**config.mk**
```make
export PLATFORM = sky130hd
export DESIGN_NAME = ctrl_status2_bits
export DESIGN_NICKNAME = d
export VERILOG_FILES = /design/src/inc/ctrl_status2_pkg.sv /design/src/logic/ctrl_status2_bits.sv
export SDC_FILE = /design/constraint.sdc
export NUM_CORES = 1
export LEC_CHECK = 0
export CAP_MARGIN = 20
export CORE_MARGIN = 4
export CORE_UTILIZATION = 40
export CTS_BUF_LIST = sky130_fd_sc_hd__clkbuf_4
export CTS_CLUSTER_DIAMETER = 100
export DETAILED_ROUTE_END_ITERATION = 8
export DONT_BUFFER_PORTS = 1
export HOLD_SLACK_MARGIN = 0.05
export PLACE_DENSITY = 0.59
export SLEW_MARGIN = 10
export SYNTH_ARGS = -nofsm -noshare
export SYNTH_HDL_FRONTEND = slang
export SYNTH_SLANG_ARGS = --single-unit
```
**constraint.sdc**
```tcl
create_clock -name clock_i -period 6.4 [get_ports clock_i]
set_clock_uncertainty 0.15 [all_clocks]
set_input_delay 0.32 -clock clock_i [delete_from_list [all_inputs] [get_ports clock_i]]
set_output_delay 0.32 -clock clock_i [all_outputs]
set_load 0.01 [all_outputs]
```
**src/inc/ctrl_status2_pkg.sv**
```systemverilog
// constants for the second control and status register bank
package ctrl_status2_pkg;
  // register offsets on the plain register port (word index)
  localparam logic [3:0] OFF_CS2 = 4'h0;
  localparam logic [3:0] OFF_DBUF = 4'h1;
  localparam logic [3:0] OFF_BADDR = 4'h2;
  localparam logic [3:0] OFF_CMD = 4'h3;
  localparam logic [3:0] OFF_STAT = 4'h4;
  // bit positions of the second control and status register
  localparam int BIT_DLATE = 15;
  localparam int BIT_ABSENT = 11;
  localparam int BIT_PCONF = 10;
  localparam int BIT_MISSED = 9;
  localparam int BIT_DPAR = 8;
  localparam int BIT_ORDY = 7;
  localparam int BIT_IRDY = 6;
  localparam int BIT_CCLR = 5;
  localparam int BIT_PTEST = 4;
  localparam int BIT_AHOLD = 3;
  // command register fields
  localparam int BIT_GO = 0;
  localparam int BIT_XFER = 1;
  localparam int BIT_ECLR = 2;
  // reset values
  localparam logic [2:0] UNIT_RST = 3'h0;
  localparam logic [15:0] BADDR_RST = 16'h0000;
  localparam logic [15:0] ZERO16 = 16'h0000;
  localparam logic [15:0] ADDR_STEP = 16'h0002;
  // timing: 200 MHz clock
  localparam int CLK_MHZ = 200;
  localparam int MEM_TMO_US = 10;
  localparam int MEM_TMO_CYC = MEM_TMO_US * CLK_MHZ;
  localparam int XFER_TMO_MS = 250;
  localparam int XFER_TMO_CYC = XFER_TMO_MS * 1000 * CLK_MHZ;
  // dma engine states
  typedef enum logic [1:0] {
    DMA_IDLE = 2'b00,
    DMA_WAIT_DRV = 2'b01,
    DMA_MEM = 2'b10
  } dma_state_t;
endpackage

```
**src/logic/ctrl_status2_bits.sv**
```systemverilog
// second control and status register bank with its error flags
`timescale 1ns/1ps
// What this block does
// - set absent_memory when dma memory misses master_sync within timeout
// - after absent_memory the bus address holds failing address plus two, or the failing address itself while address_hold is set
// - set program_conflict when transfer start arrives while one runs
// - on program_conflict the offending transfer command is not written
// - set missed_transfer when drive does not answer within 250 ms
// - missed_transfer is readable and writable by software
// - missed_transfer also on drive error summary or failed start
// - set drive data parity error on read or write-check parity fault
// - write-direction parity errors are left to the drive's own register
// - error flags clear on init, controller clear, error clear, go
// - each error flag feeds the transfer_error summary
// - output-ready while buffer word waits; clears on init, clear, read
// - data buffer read before output-ready raises data_late
// - input-ready when software may write the buffer; cleared by read
// - data buffer write before input-ready raises data_late
// - writing controller_clear one initializes controller and drives
// - bus init performs the same controller clear
// - parity_test_invert selects even parity out, else odd
// - with parity_test_invert expect even data parity, no control check
// - address_hold stops bus address increment during transfers
// - unit select picks drive, cleared by clear, changeable mid-transfer
// - set data_late when drive demands a word that is not ready
module ctrl_status2_bits (
  input wire logic clock_i,
  input wire logic rst_i,
  input wire logic [3:0] addr_i,
  input wire logic [15:0] wdata_i,
  input wire logic wr_i,
  input wire logic rd_i,
  output logic [15:0] rdata_o,
  output logic [15:0] mem_addr_o,
  output logic mem_sync_o,
  input wire logic mem_ack_i,
  output logic drive_cmd_o,
  input wire logic drive_start_i,
  input wire logic drive_err_sum_i,
  input wire logic drive_reject_i,
  input wire logic drive_demand_i,
  input wire logic drive_read_dir_i,
  input wire logic [15:0] drive_data_i,
  input wire logic drive_data_par_i,
  output logic drive_par_even_o,
  output logic [2:0] unit_sel_o,
  output logic drives_init_o,
  output logic transfer_error_o,
  output logic ctrl_ready_o
);

  //----------------------------------------------------------------
  // decode and clear sources
  //----------------------------------------------------------------
  ctrl_status2_pkg::dma_state_t state;
  ctrl_status2_pkg::dma_state_t next_state;
  logic [15:0] data_buffer;
  logic [15:0] bus_address_reg;
  logic [2:0] unit_sel;
  logic [27:0] tmo_cnt;
  logic absent_memory, program_conflict, missed_transfer;
  logic drive_data_parity_err, data_late;
  logic out_ready, input_ready;
  logic parity_test_invert, address_hold;
  logic busy;
  logic wr_cs2, wr_cmd, rd_dbuf, wr_dbuf;
  logic controller_clear, ctrl_reset, go_xfer, err_clear, flag_clear;
  logic start_req, rx_par_bad;

  // address decode
  always_comb begin
    wr_cs2 = 1'b0;
    wr_cmd = 1'b0;
    rd_dbuf = 1'b0;
    wr_dbuf = 1'b0;
    if (addr_i == ctrl_status2_pkg::OFF_CS2) begin
      wr_cs2 = wr_i;
    end else if (addr_i == ctrl_status2_pkg::OFF_CMD) begin
      wr_cmd = wr_i;
    end else if (addr_i == ctrl_status2_pkg::OFF_DBUF) begin
      rd_dbuf = rd_i;
      wr_dbuf = wr_i;
    end
  end

  // controller clear is write-only and also driven by bus init
  assign controller_clear = wr_cs2 & wdata_i[ctrl_status2_pkg::BIT_CCLR];
  assign ctrl_reset = rst_i | controller_clear;
  assign drives_init_o = ctrl_reset;
  assign start_req = wr_cmd & wdata_i[ctrl_status2_pkg::BIT_GO]
                   & wdata_i[ctrl_status2_pkg::BIT_XFER];
  assign busy = (state != ctrl_status2_pkg::DMA_IDLE);
  // a start while busy is refused, so it never clears the flags
  assign go_xfer = start_req & ~busy;
  assign err_clear = wr_cmd & wdata_i[ctrl_status2_pkg::BIT_ECLR];
  assign flag_clear = ctrl_reset | err_clear | go_xfer;

  // odd parity normally, even while the test bit is set
  function automatic logic par_bit(input logic [15:0] d, input logic even);
    par_bit = even ? ^d : ~(^d);
  endfunction

  // received data parity, only data bus is checked
  assign rx_par_bad = drive_demand_i & drive_read_dir_i & (drive_data_par_i
    != par_bit(drive_data_i, parity_test_invert));

  //----------------------------------------------------------------
  // transfer engine
  //----------------------------------------------------------------
  // dma sequencing between drive start and memory cycles
  always_comb begin
    next_state = state;
    case (state)
      ctrl_status2_pkg::DMA_IDLE: begin
        if (go_xfer) begin
          next_state = ctrl_status2_pkg::DMA_WAIT_DRV;
        end
      end
      ctrl_status2_pkg::DMA_WAIT_DRV: begin
        if (drive_err_sum_i | drive_reject_i) begin
          next_state = ctrl_status2_pkg::DMA_IDLE;
        end else if (tmo_cnt ==
            28'(ctrl_status2_pkg::XFER_TMO_CYC - 1)) begin
          next_state = ctrl_status2_pkg::DMA_IDLE;
        end else if (drive_start_i) begin
          next_state = ctrl_status2_pkg::DMA_MEM;
        end
      end
      ctrl_status2_pkg::DMA_MEM: begin
        if (mem_ack_i) begin
          next_state = ctrl_status2_pkg::DMA_IDLE;
        end else if (tmo_cnt ==
            28'(ctrl_status2_pkg::MEM_TMO_CYC - 1)) begin
          next_state = ctrl_status2_pkg::DMA_IDLE;
        end
      end
      default: begin
        next_state = ctrl_status2_pkg::DMA_IDLE;
      end
    endcase
  end

  // state register
  always_ff @(posedge clock_i) begin
    if (ctrl_reset) begin
      state <= ctrl_status2_pkg::DMA_IDLE;
    end else begin
      state <= next_state;
    end
  end

  // timeout counter restarts on every state change
  always_ff @(posedge clock_i) begin
    if (ctrl_reset || next_state != state) begin
      tmo_cnt <= 28'h000_0000;
    end else if (busy) begin
      tmo_cnt <= tmo_cnt + 28'h000_0001;
    end
  end

  // bus address: step by two per word unless held
  always_ff @(posedge clock_i) begin
    if (ctrl_reset) begin
      bus_address_reg <= ctrl_status2_pkg::BADDR_RST;
    end else if (wr_i && addr_i == ctrl_status2_pkg::OFF_BADDR && !busy) begin
      bus_address_reg <= wdata_i;
    end else if (state == ctrl_status2_pkg::DMA_MEM && !address_hold &&
        (mem_ack_i || next_state == ctrl_status2_pkg::DMA_IDLE)) begin
      // a timeout also steps, leaving failing address plus two
      bus_address_reg <= bus_address_reg
                       + ctrl_status2_pkg::ADDR_STEP;
    end
  end

  //----------------------------------------------------------------
  // error flags (set wins over clear)
  //----------------------------------------------------------------
  // absent memory
  always_ff @(posedge clock_i) begin
    if (state == ctrl_status2_pkg::DMA_MEM && !mem_ack_i &&
        tmo_cnt == 28'(ctrl_status2_pkg::MEM_TMO_CYC - 1)) begin
      absent_memory <= 1'b1;
    end else if (flag_clear) begin
      absent_memory <= 1'b0;
    end
  end

  // program conflict
  always_ff @(posedge clock_i) begin
    if (start_req && busy && !rst_i) begin
      program_conflict <= 1'b1;
    end else if (flag_clear) begin
      program_conflict <= 1'b0;
    end
  end

  // missed transfer, also software writable
  always_ff @(posedge clock_i) begin
    if (state == ctrl_status2_pkg::DMA_WAIT_DRV && (drive_err_sum_i ||
        drive_reject_i || tmo_cnt ==
        28'(ctrl_status2_pkg::XFER_TMO_CYC - 1))) begin
      missed_transfer <= 1'b1;
    end else if (flag_clear) begin
      missed_transfer <= 1'b0;
    end else if (wr_cs2) begin
      missed_transfer <= wdata_i[ctrl_status2_pkg::BIT_MISSED];
    end
  end

  // drive data parity, read direction only
  always_ff @(posedge clock_i) begin
    if (rx_par_bad && !rst_i) begin
      drive_data_parity_err <= 1'b1;
    end else if (flag_clear) begin
      drive_data_parity_err <= 1'b0;
    end
  end

  // data late from late software access or unserved drive demand
  always_ff @(posedge clock_i) begin
    if (!rst_i && ((rd_dbuf && !out_ready) || (wr_dbuf && !input_ready))) begin
      data_late <= 1'b1;
    end else if (!rst_i && drive_demand_i && (drive_read_dir_i ?
        out_ready : !out_ready)) begin
      data_late <= 1'b1;
    end else if (flag_clear) begin
      data_late <= 1'b0;
    end
  end

  //----------------------------------------------------------------
  // diagnostic data buffer
  //----------------------------------------------------------------
  // buffer word and output-ready
  always_ff @(posedge clock_i) begin
    if (ctrl_reset) begin
      out_ready <= 1'b0;
      data_buffer <= ctrl_status2_pkg::ZERO16;
    end else if (drive_demand_i && drive_read_dir_i && !out_ready) begin
      data_buffer <= drive_data_i;
      out_ready <= 1'b1;
    end else if (wr_dbuf && input_ready) begin
      data_buffer <= wdata_i;
      out_ready <= 1'b1;
    end else if (rd_dbuf) begin
      out_ready <= 1'b0;
    end
  end

  // input-ready: set when buffer empties, cleared by a read
  always_ff @(posedge clock_i) begin
    if (ctrl_reset) begin
      input_ready <= 1'b1;
    end else if (rd_dbuf) begin
      input_ready <= 1'b0;
    end else if (wr_dbuf && input_ready) begin
      input_ready <= 1'b0;
    end else if (!out_ready) begin
      input_ready <= 1'b1;
    end
  end

  //----------------------------------------------------------------
  // control bits
  //----------------------------------------------------------------
  // parity test bit
  always_ff @(posedge clock_i) begin
    if (ctrl_reset) begin
      parity_test_invert <= 1'b0;
    end else if (wr_cs2) begin
      parity_test_invert <= wdata_i[ctrl_status2_pkg::BIT_PTEST];
    end
  end

  // address hold, locked while a transfer runs
  always_ff @(posedge clock_i) begin
    if (ctrl_reset) begin
      address_hold <= 1'b0;
    end else if (wr_cs2 && !busy) begin
      address_hold <= wdata_i[ctrl_status2_pkg::BIT_AHOLD];
    end
  end

  // unit select, free to change during transfers
  always_ff @(posedge clock_i) begin
    if (ctrl_reset) begin
      unit_sel <= ctrl_status2_pkg::UNIT_RST;
    end else if (wr_cs2) begin
      unit_sel <= wdata_i[2:0];
    end
  end

  //----------------------------------------------------------------
  // outputs and read-back
  //----------------------------------------------------------------
  assign unit_sel_o = unit_sel;
  assign mem_addr_o = bus_address_reg;
  assign mem_sync_o = (state == ctrl_status2_pkg::DMA_MEM);
  assign drive_cmd_o = (state == ctrl_status2_pkg::DMA_WAIT_DRV);
  assign drive_par_even_o = parity_test_invert;
  assign ctrl_ready_o = ~busy;
  assign transfer_error_o = absent_memory | program_conflict | missed_transfer
    | drive_data_parity_err | data_late;

  // read data register, one cycle after the strobe
  always_ff @(posedge clock_i) begin
    if (rst_i || !rd_i) begin
      rdata_o <= ctrl_status2_pkg::ZERO16;
    end else if (addr_i == ctrl_status2_pkg::OFF_CS2) begin
      rdata_o <= {data_late, 3'h0, absent_memory, program_conflict,
        missed_transfer, drive_data_parity_err, out_ready, input_ready,
        1'b0, parity_test_invert, address_hold, unit_sel};
    end else if (addr_i == ctrl_status2_pkg::OFF_DBUF) begin
      rdata_o <= data_buffer;
    end else if (addr_i == ctrl_status2_pkg::OFF_BADDR) begin
      rdata_o <= bus_address_reg;
    end else if (addr_i == ctrl_status2_pkg::OFF_STAT) begin
      rdata_o <= {14'h0000, transfer_error_o, ~busy};
    end else begin
      rdata_o <= ctrl_status2_pkg::ZERO16;
    end
  end

endmodule

```
==> flow_summary.yaml <==
critical_path:
  required_ns: 6.62
  worstPathMaxFanout: 20
  setup.worst_path.start_class: "flip-flop"
  critPathSlowestCell: "dlygate4sd3_1"
  r2r_slack_ns: 3.22
  crit_chain: "or2_2 -> inv_2 -> nand3_1 -> nand2_1 -> o22ai_4 -> o31ai_1 -> a21oi_1 -> dlygate4sd3_1"
  cpPeakStageDelay_ns: 0.57
  cp_data_arrival_time_ns: 3.40
  path_class: "flip-flop to flip-flop"
  end_kind: "flip-flop"
global_route:
  grtUsageTotal_pct: 20.7
  grt_overflow_total: 0
  antenna_found_initial: 0
  grt_pass1_wl_mm: 21.8
  grt_pass1_vias: 4048
  grt_max_degree: 34
routing:
  finalWirelength_mm: 14.0
  drt-pass1-iter-count: 5
  drt_iter0_markers: 565
  avgViaCountPerCell: 5.89
  wire_per_inst_um: 19.1
  num_vias: 4332
  drcViolationCount: 0
  antenna_left: 0
floorplan:
  die_h_um: 116
  dieWidth_um: 116
  rows: 39
  dieArea_um2: 13500
  floorplan.core_area_um2: 11500
  io_pins: 88
  initial_utilization_pct: 41.0
place:
  gp_congestion: 0.849
  place_hpwl_mm: 9.83
  portBuffers: 0
logic_synthesis:
  synth-seq-cells: 90
  syn_nets: 593
  synth-seq-area-share_pct: 38.3
  ys_async_sr_fraction_pct: 0
  yosysUniqueCellTypes: 72
  syn-cell-area_um2: 4700
  avgSynthCellArea_um2: 8.64
  synth_area_leaders: "dfxtp_1 (38%), nor2_1 (6.9%), xnor2_1 (6.2%)"
  ys.flop_type: "dfxtp_1"
  synth_top_area_cell: "dfxtp_1"
  ys.warnings.count: 0
  synth_cells: 544
  synth_top_area_share_pct: 38.3
  synth-edff-count: 0
clock_network:
  cts_resized: 0
  clk_path_buf_depth: 2
  cts.sinks: 90
  cts.clk_slew.worst_paths_ns: 0.15
  cts_tree: "yes"
  root_buffer: "clkbuf_4"
  cts_hold_buffers: 52
  cts_made_buffers: 9
  cts_setup_buffers: 0
  cts_max_level: 3
  clkLatencyLatePin_ns: 0.48
job:
  drv_cap: 0
hold_path:
  hold_path_class: "input port to flip-flop"
power_and_ir_drop:
  switchingPower_uw: 300
  switching_share_pct: 28.2
  p_int_uw: 765
  clkPwrFrac_pct: 31.1
  ir_drop_uv: 201
  power_leakage_nw: 1.90
  power_frac_seq_pct: 55.6
  p_per_area_nw_per_um2: 195
  combinationalPowerShare_pct: 13.3
cells_and_area:
  num_antenna_cells: 0
  nNetsFinal: 637
  drive_gt1_share_pct: 11.0
  area_growth_pct: 16.5
sta:
  finalSetupViolCount: 0
  fin_setup_tns_ns: 0
  worst_pin_slew_ns: 0.880
  hold_ws_ns: 0.0796
  min_period_ns: 3.18
  fin_crit_sh_pct: 49.7
  rsz0062_at_grt: "no"
  hold_viol_final: 0
  finalMaxSlewViolations: 0
  max_slew_margin_pct: 41.1
  max_freq_mhz: 314
outcome:
  status: "completed"
power groups by stage:
stage	logic (mW)	registers, mW	clock network [mW]
after floorplan	0.0868	0.598	0
after global placement	0.100	0.604	0
after detailed placement	0.102	0.604	0
after CTS	0.136	0.592	0.341
after global routing	0.153	0.594	0.367
final	0.142	0.592	0.331
metal layers:
| metal | share of wire (%) | up-vias | global-route usage [%] |
|---|---|---|---|
| li1 | - | 2056 | - |
| met5 | 0 | - | 0 |
| met3 | 10 | 17 | 7.82 |
| met2 | 47 | 191 | 33.9 |
| met4 | 1.4 | 0 | 4.95 |
| met1 | 41 | 2068 | 25.9 |
area by class of cell:
| type | count | area (um2) |
|---|---|---|
| inverters | 13 | 48.8 |
| multi-input cells | 417 | 2720 |
| clock inverters | 7 | 78.8 |
| flip-flops and latches | 90 | 1800 |
| well taps | 143 | 179 |
| repair buffers | 57 | 578 |
| clock buffers | 9 | 67.6 |
| fillers | 1106 | 5990 |
kinds of logic (layout without fill, tap and decap cells):
| kind of cell | count (synthesis) | after routing | synth area share, % |
|---|---|---|---|
| and+or+nand+nor | 234 | 234 | 26.1 |
| xor gates and xnor gates | 48 | 48 | 8.95 |
| adders and majority gates | 2 | 2 | 0.532 |
| DFF | 90 | 90 | 38.3 |
| AOI/OAI and AO/OA | 114 | 114 | 17.9 |
| muxes | 19 | 19 | 4.10 |
| buffers and inverters | 37 | 86 | 3.99 |
Yosys cell counts (3+ instances only):
master	n
dfxtp_1	90
nor2_1	86
nand2_1	50
xnor2_1	33
a21oi_1	24
a211oi_1	21
mux2i_1	17
nand3_1	17
o21ai_0	15
xor2_1	15
inv_1	12
and3_1	11
a222oi_1	10
a22oi_1	10
buf_2	10
nor2_2	10
nor3_1	10
nand4_1	9
buf_1	5
clkbuf_1	5
and2_1	4
nor3_2	4
a31oi_1	3
and3_2	3
nor3b_1	3
o2111ai_1	3
or2_2	3
final timing paths:
check / startpoint / to / cells after the start
max: state[0] / mem_addr_o[9] / 8
min: wr_i / unit_sel_o[0] / 3
max reg2reg: state[0] / mem_addr_o[9] / 8
min reg2reg: tmo_cnt[1] / tmo_cnt[1] / 2
state kept, by name (all words and copies together) (netlist names):
signal and cells:
state 2, mem_addr_o 16, drive_data_parity_err 1, absent_memory 1, unit_sel_o 3, missed_transfer 1
address_hold 1, input_ready 1, drive_par_even_o 1, data_late 1, rdata_o 16, data_buffer 16
program_conflict 1, out_ready 1, tmo_cnt 28
critical path, delay by kind of cell, from the launching register on:
family                 cells  cell delay (ns)
buffers and inverters      2             0.75
AOI/OAI and AO/OA          3             0.51
DFF                        1             0.43
and+or+nand+nor            3             1.24
stage by stage:
| stage | setup WS [ns] | util, % | std cells | area (um2) | total power [mW] |
|---|---|---|---|---|---|
| 2_1_floorplan | 4.30 | - | 544 | 4700 | 0.685 |
| 4_1_cts | 3.24 | 47.5 | 735 | 5450 | 1.07 |
| 6_report | 3.22 | 47.7 | 736 | 5480 | 1.07 |
| 5_1_grt | 3.04 | 47.7 | 736 | 5480 | 1.11 |
| 3_3_place_gp | 3.80 | 41.7 | 667 | 4780 | 0.704 |
| 3_5_place_dp | 3.72 | 41.7 | 667 | 4780 | 0.706 |
layout by cell type (no fill, tap or decap), types with 4 or more instances in the layout:
cell type / count
clkbuf_4: 9
dlygate4sd3_1: 52
xor2_1: 15
a22oi_1: 10
inv_1: 12
xnor2_1: 33
nor3_2: 4
nand4_1: 9
nor3_1: 10
nand2_1: 50
nor2_2: 10
and3_1: 11
a21oi_1: 24
and2_1: 4
mux2i_1: 17
nand3_1: 17
a211oi_1: 21
o21ai_0: 15
nor2_1: 86
dfxtp_1: 90
buf_4: 4
a222oi_1: 10
No activity file was read; power rests on OpenSTA's default activity.
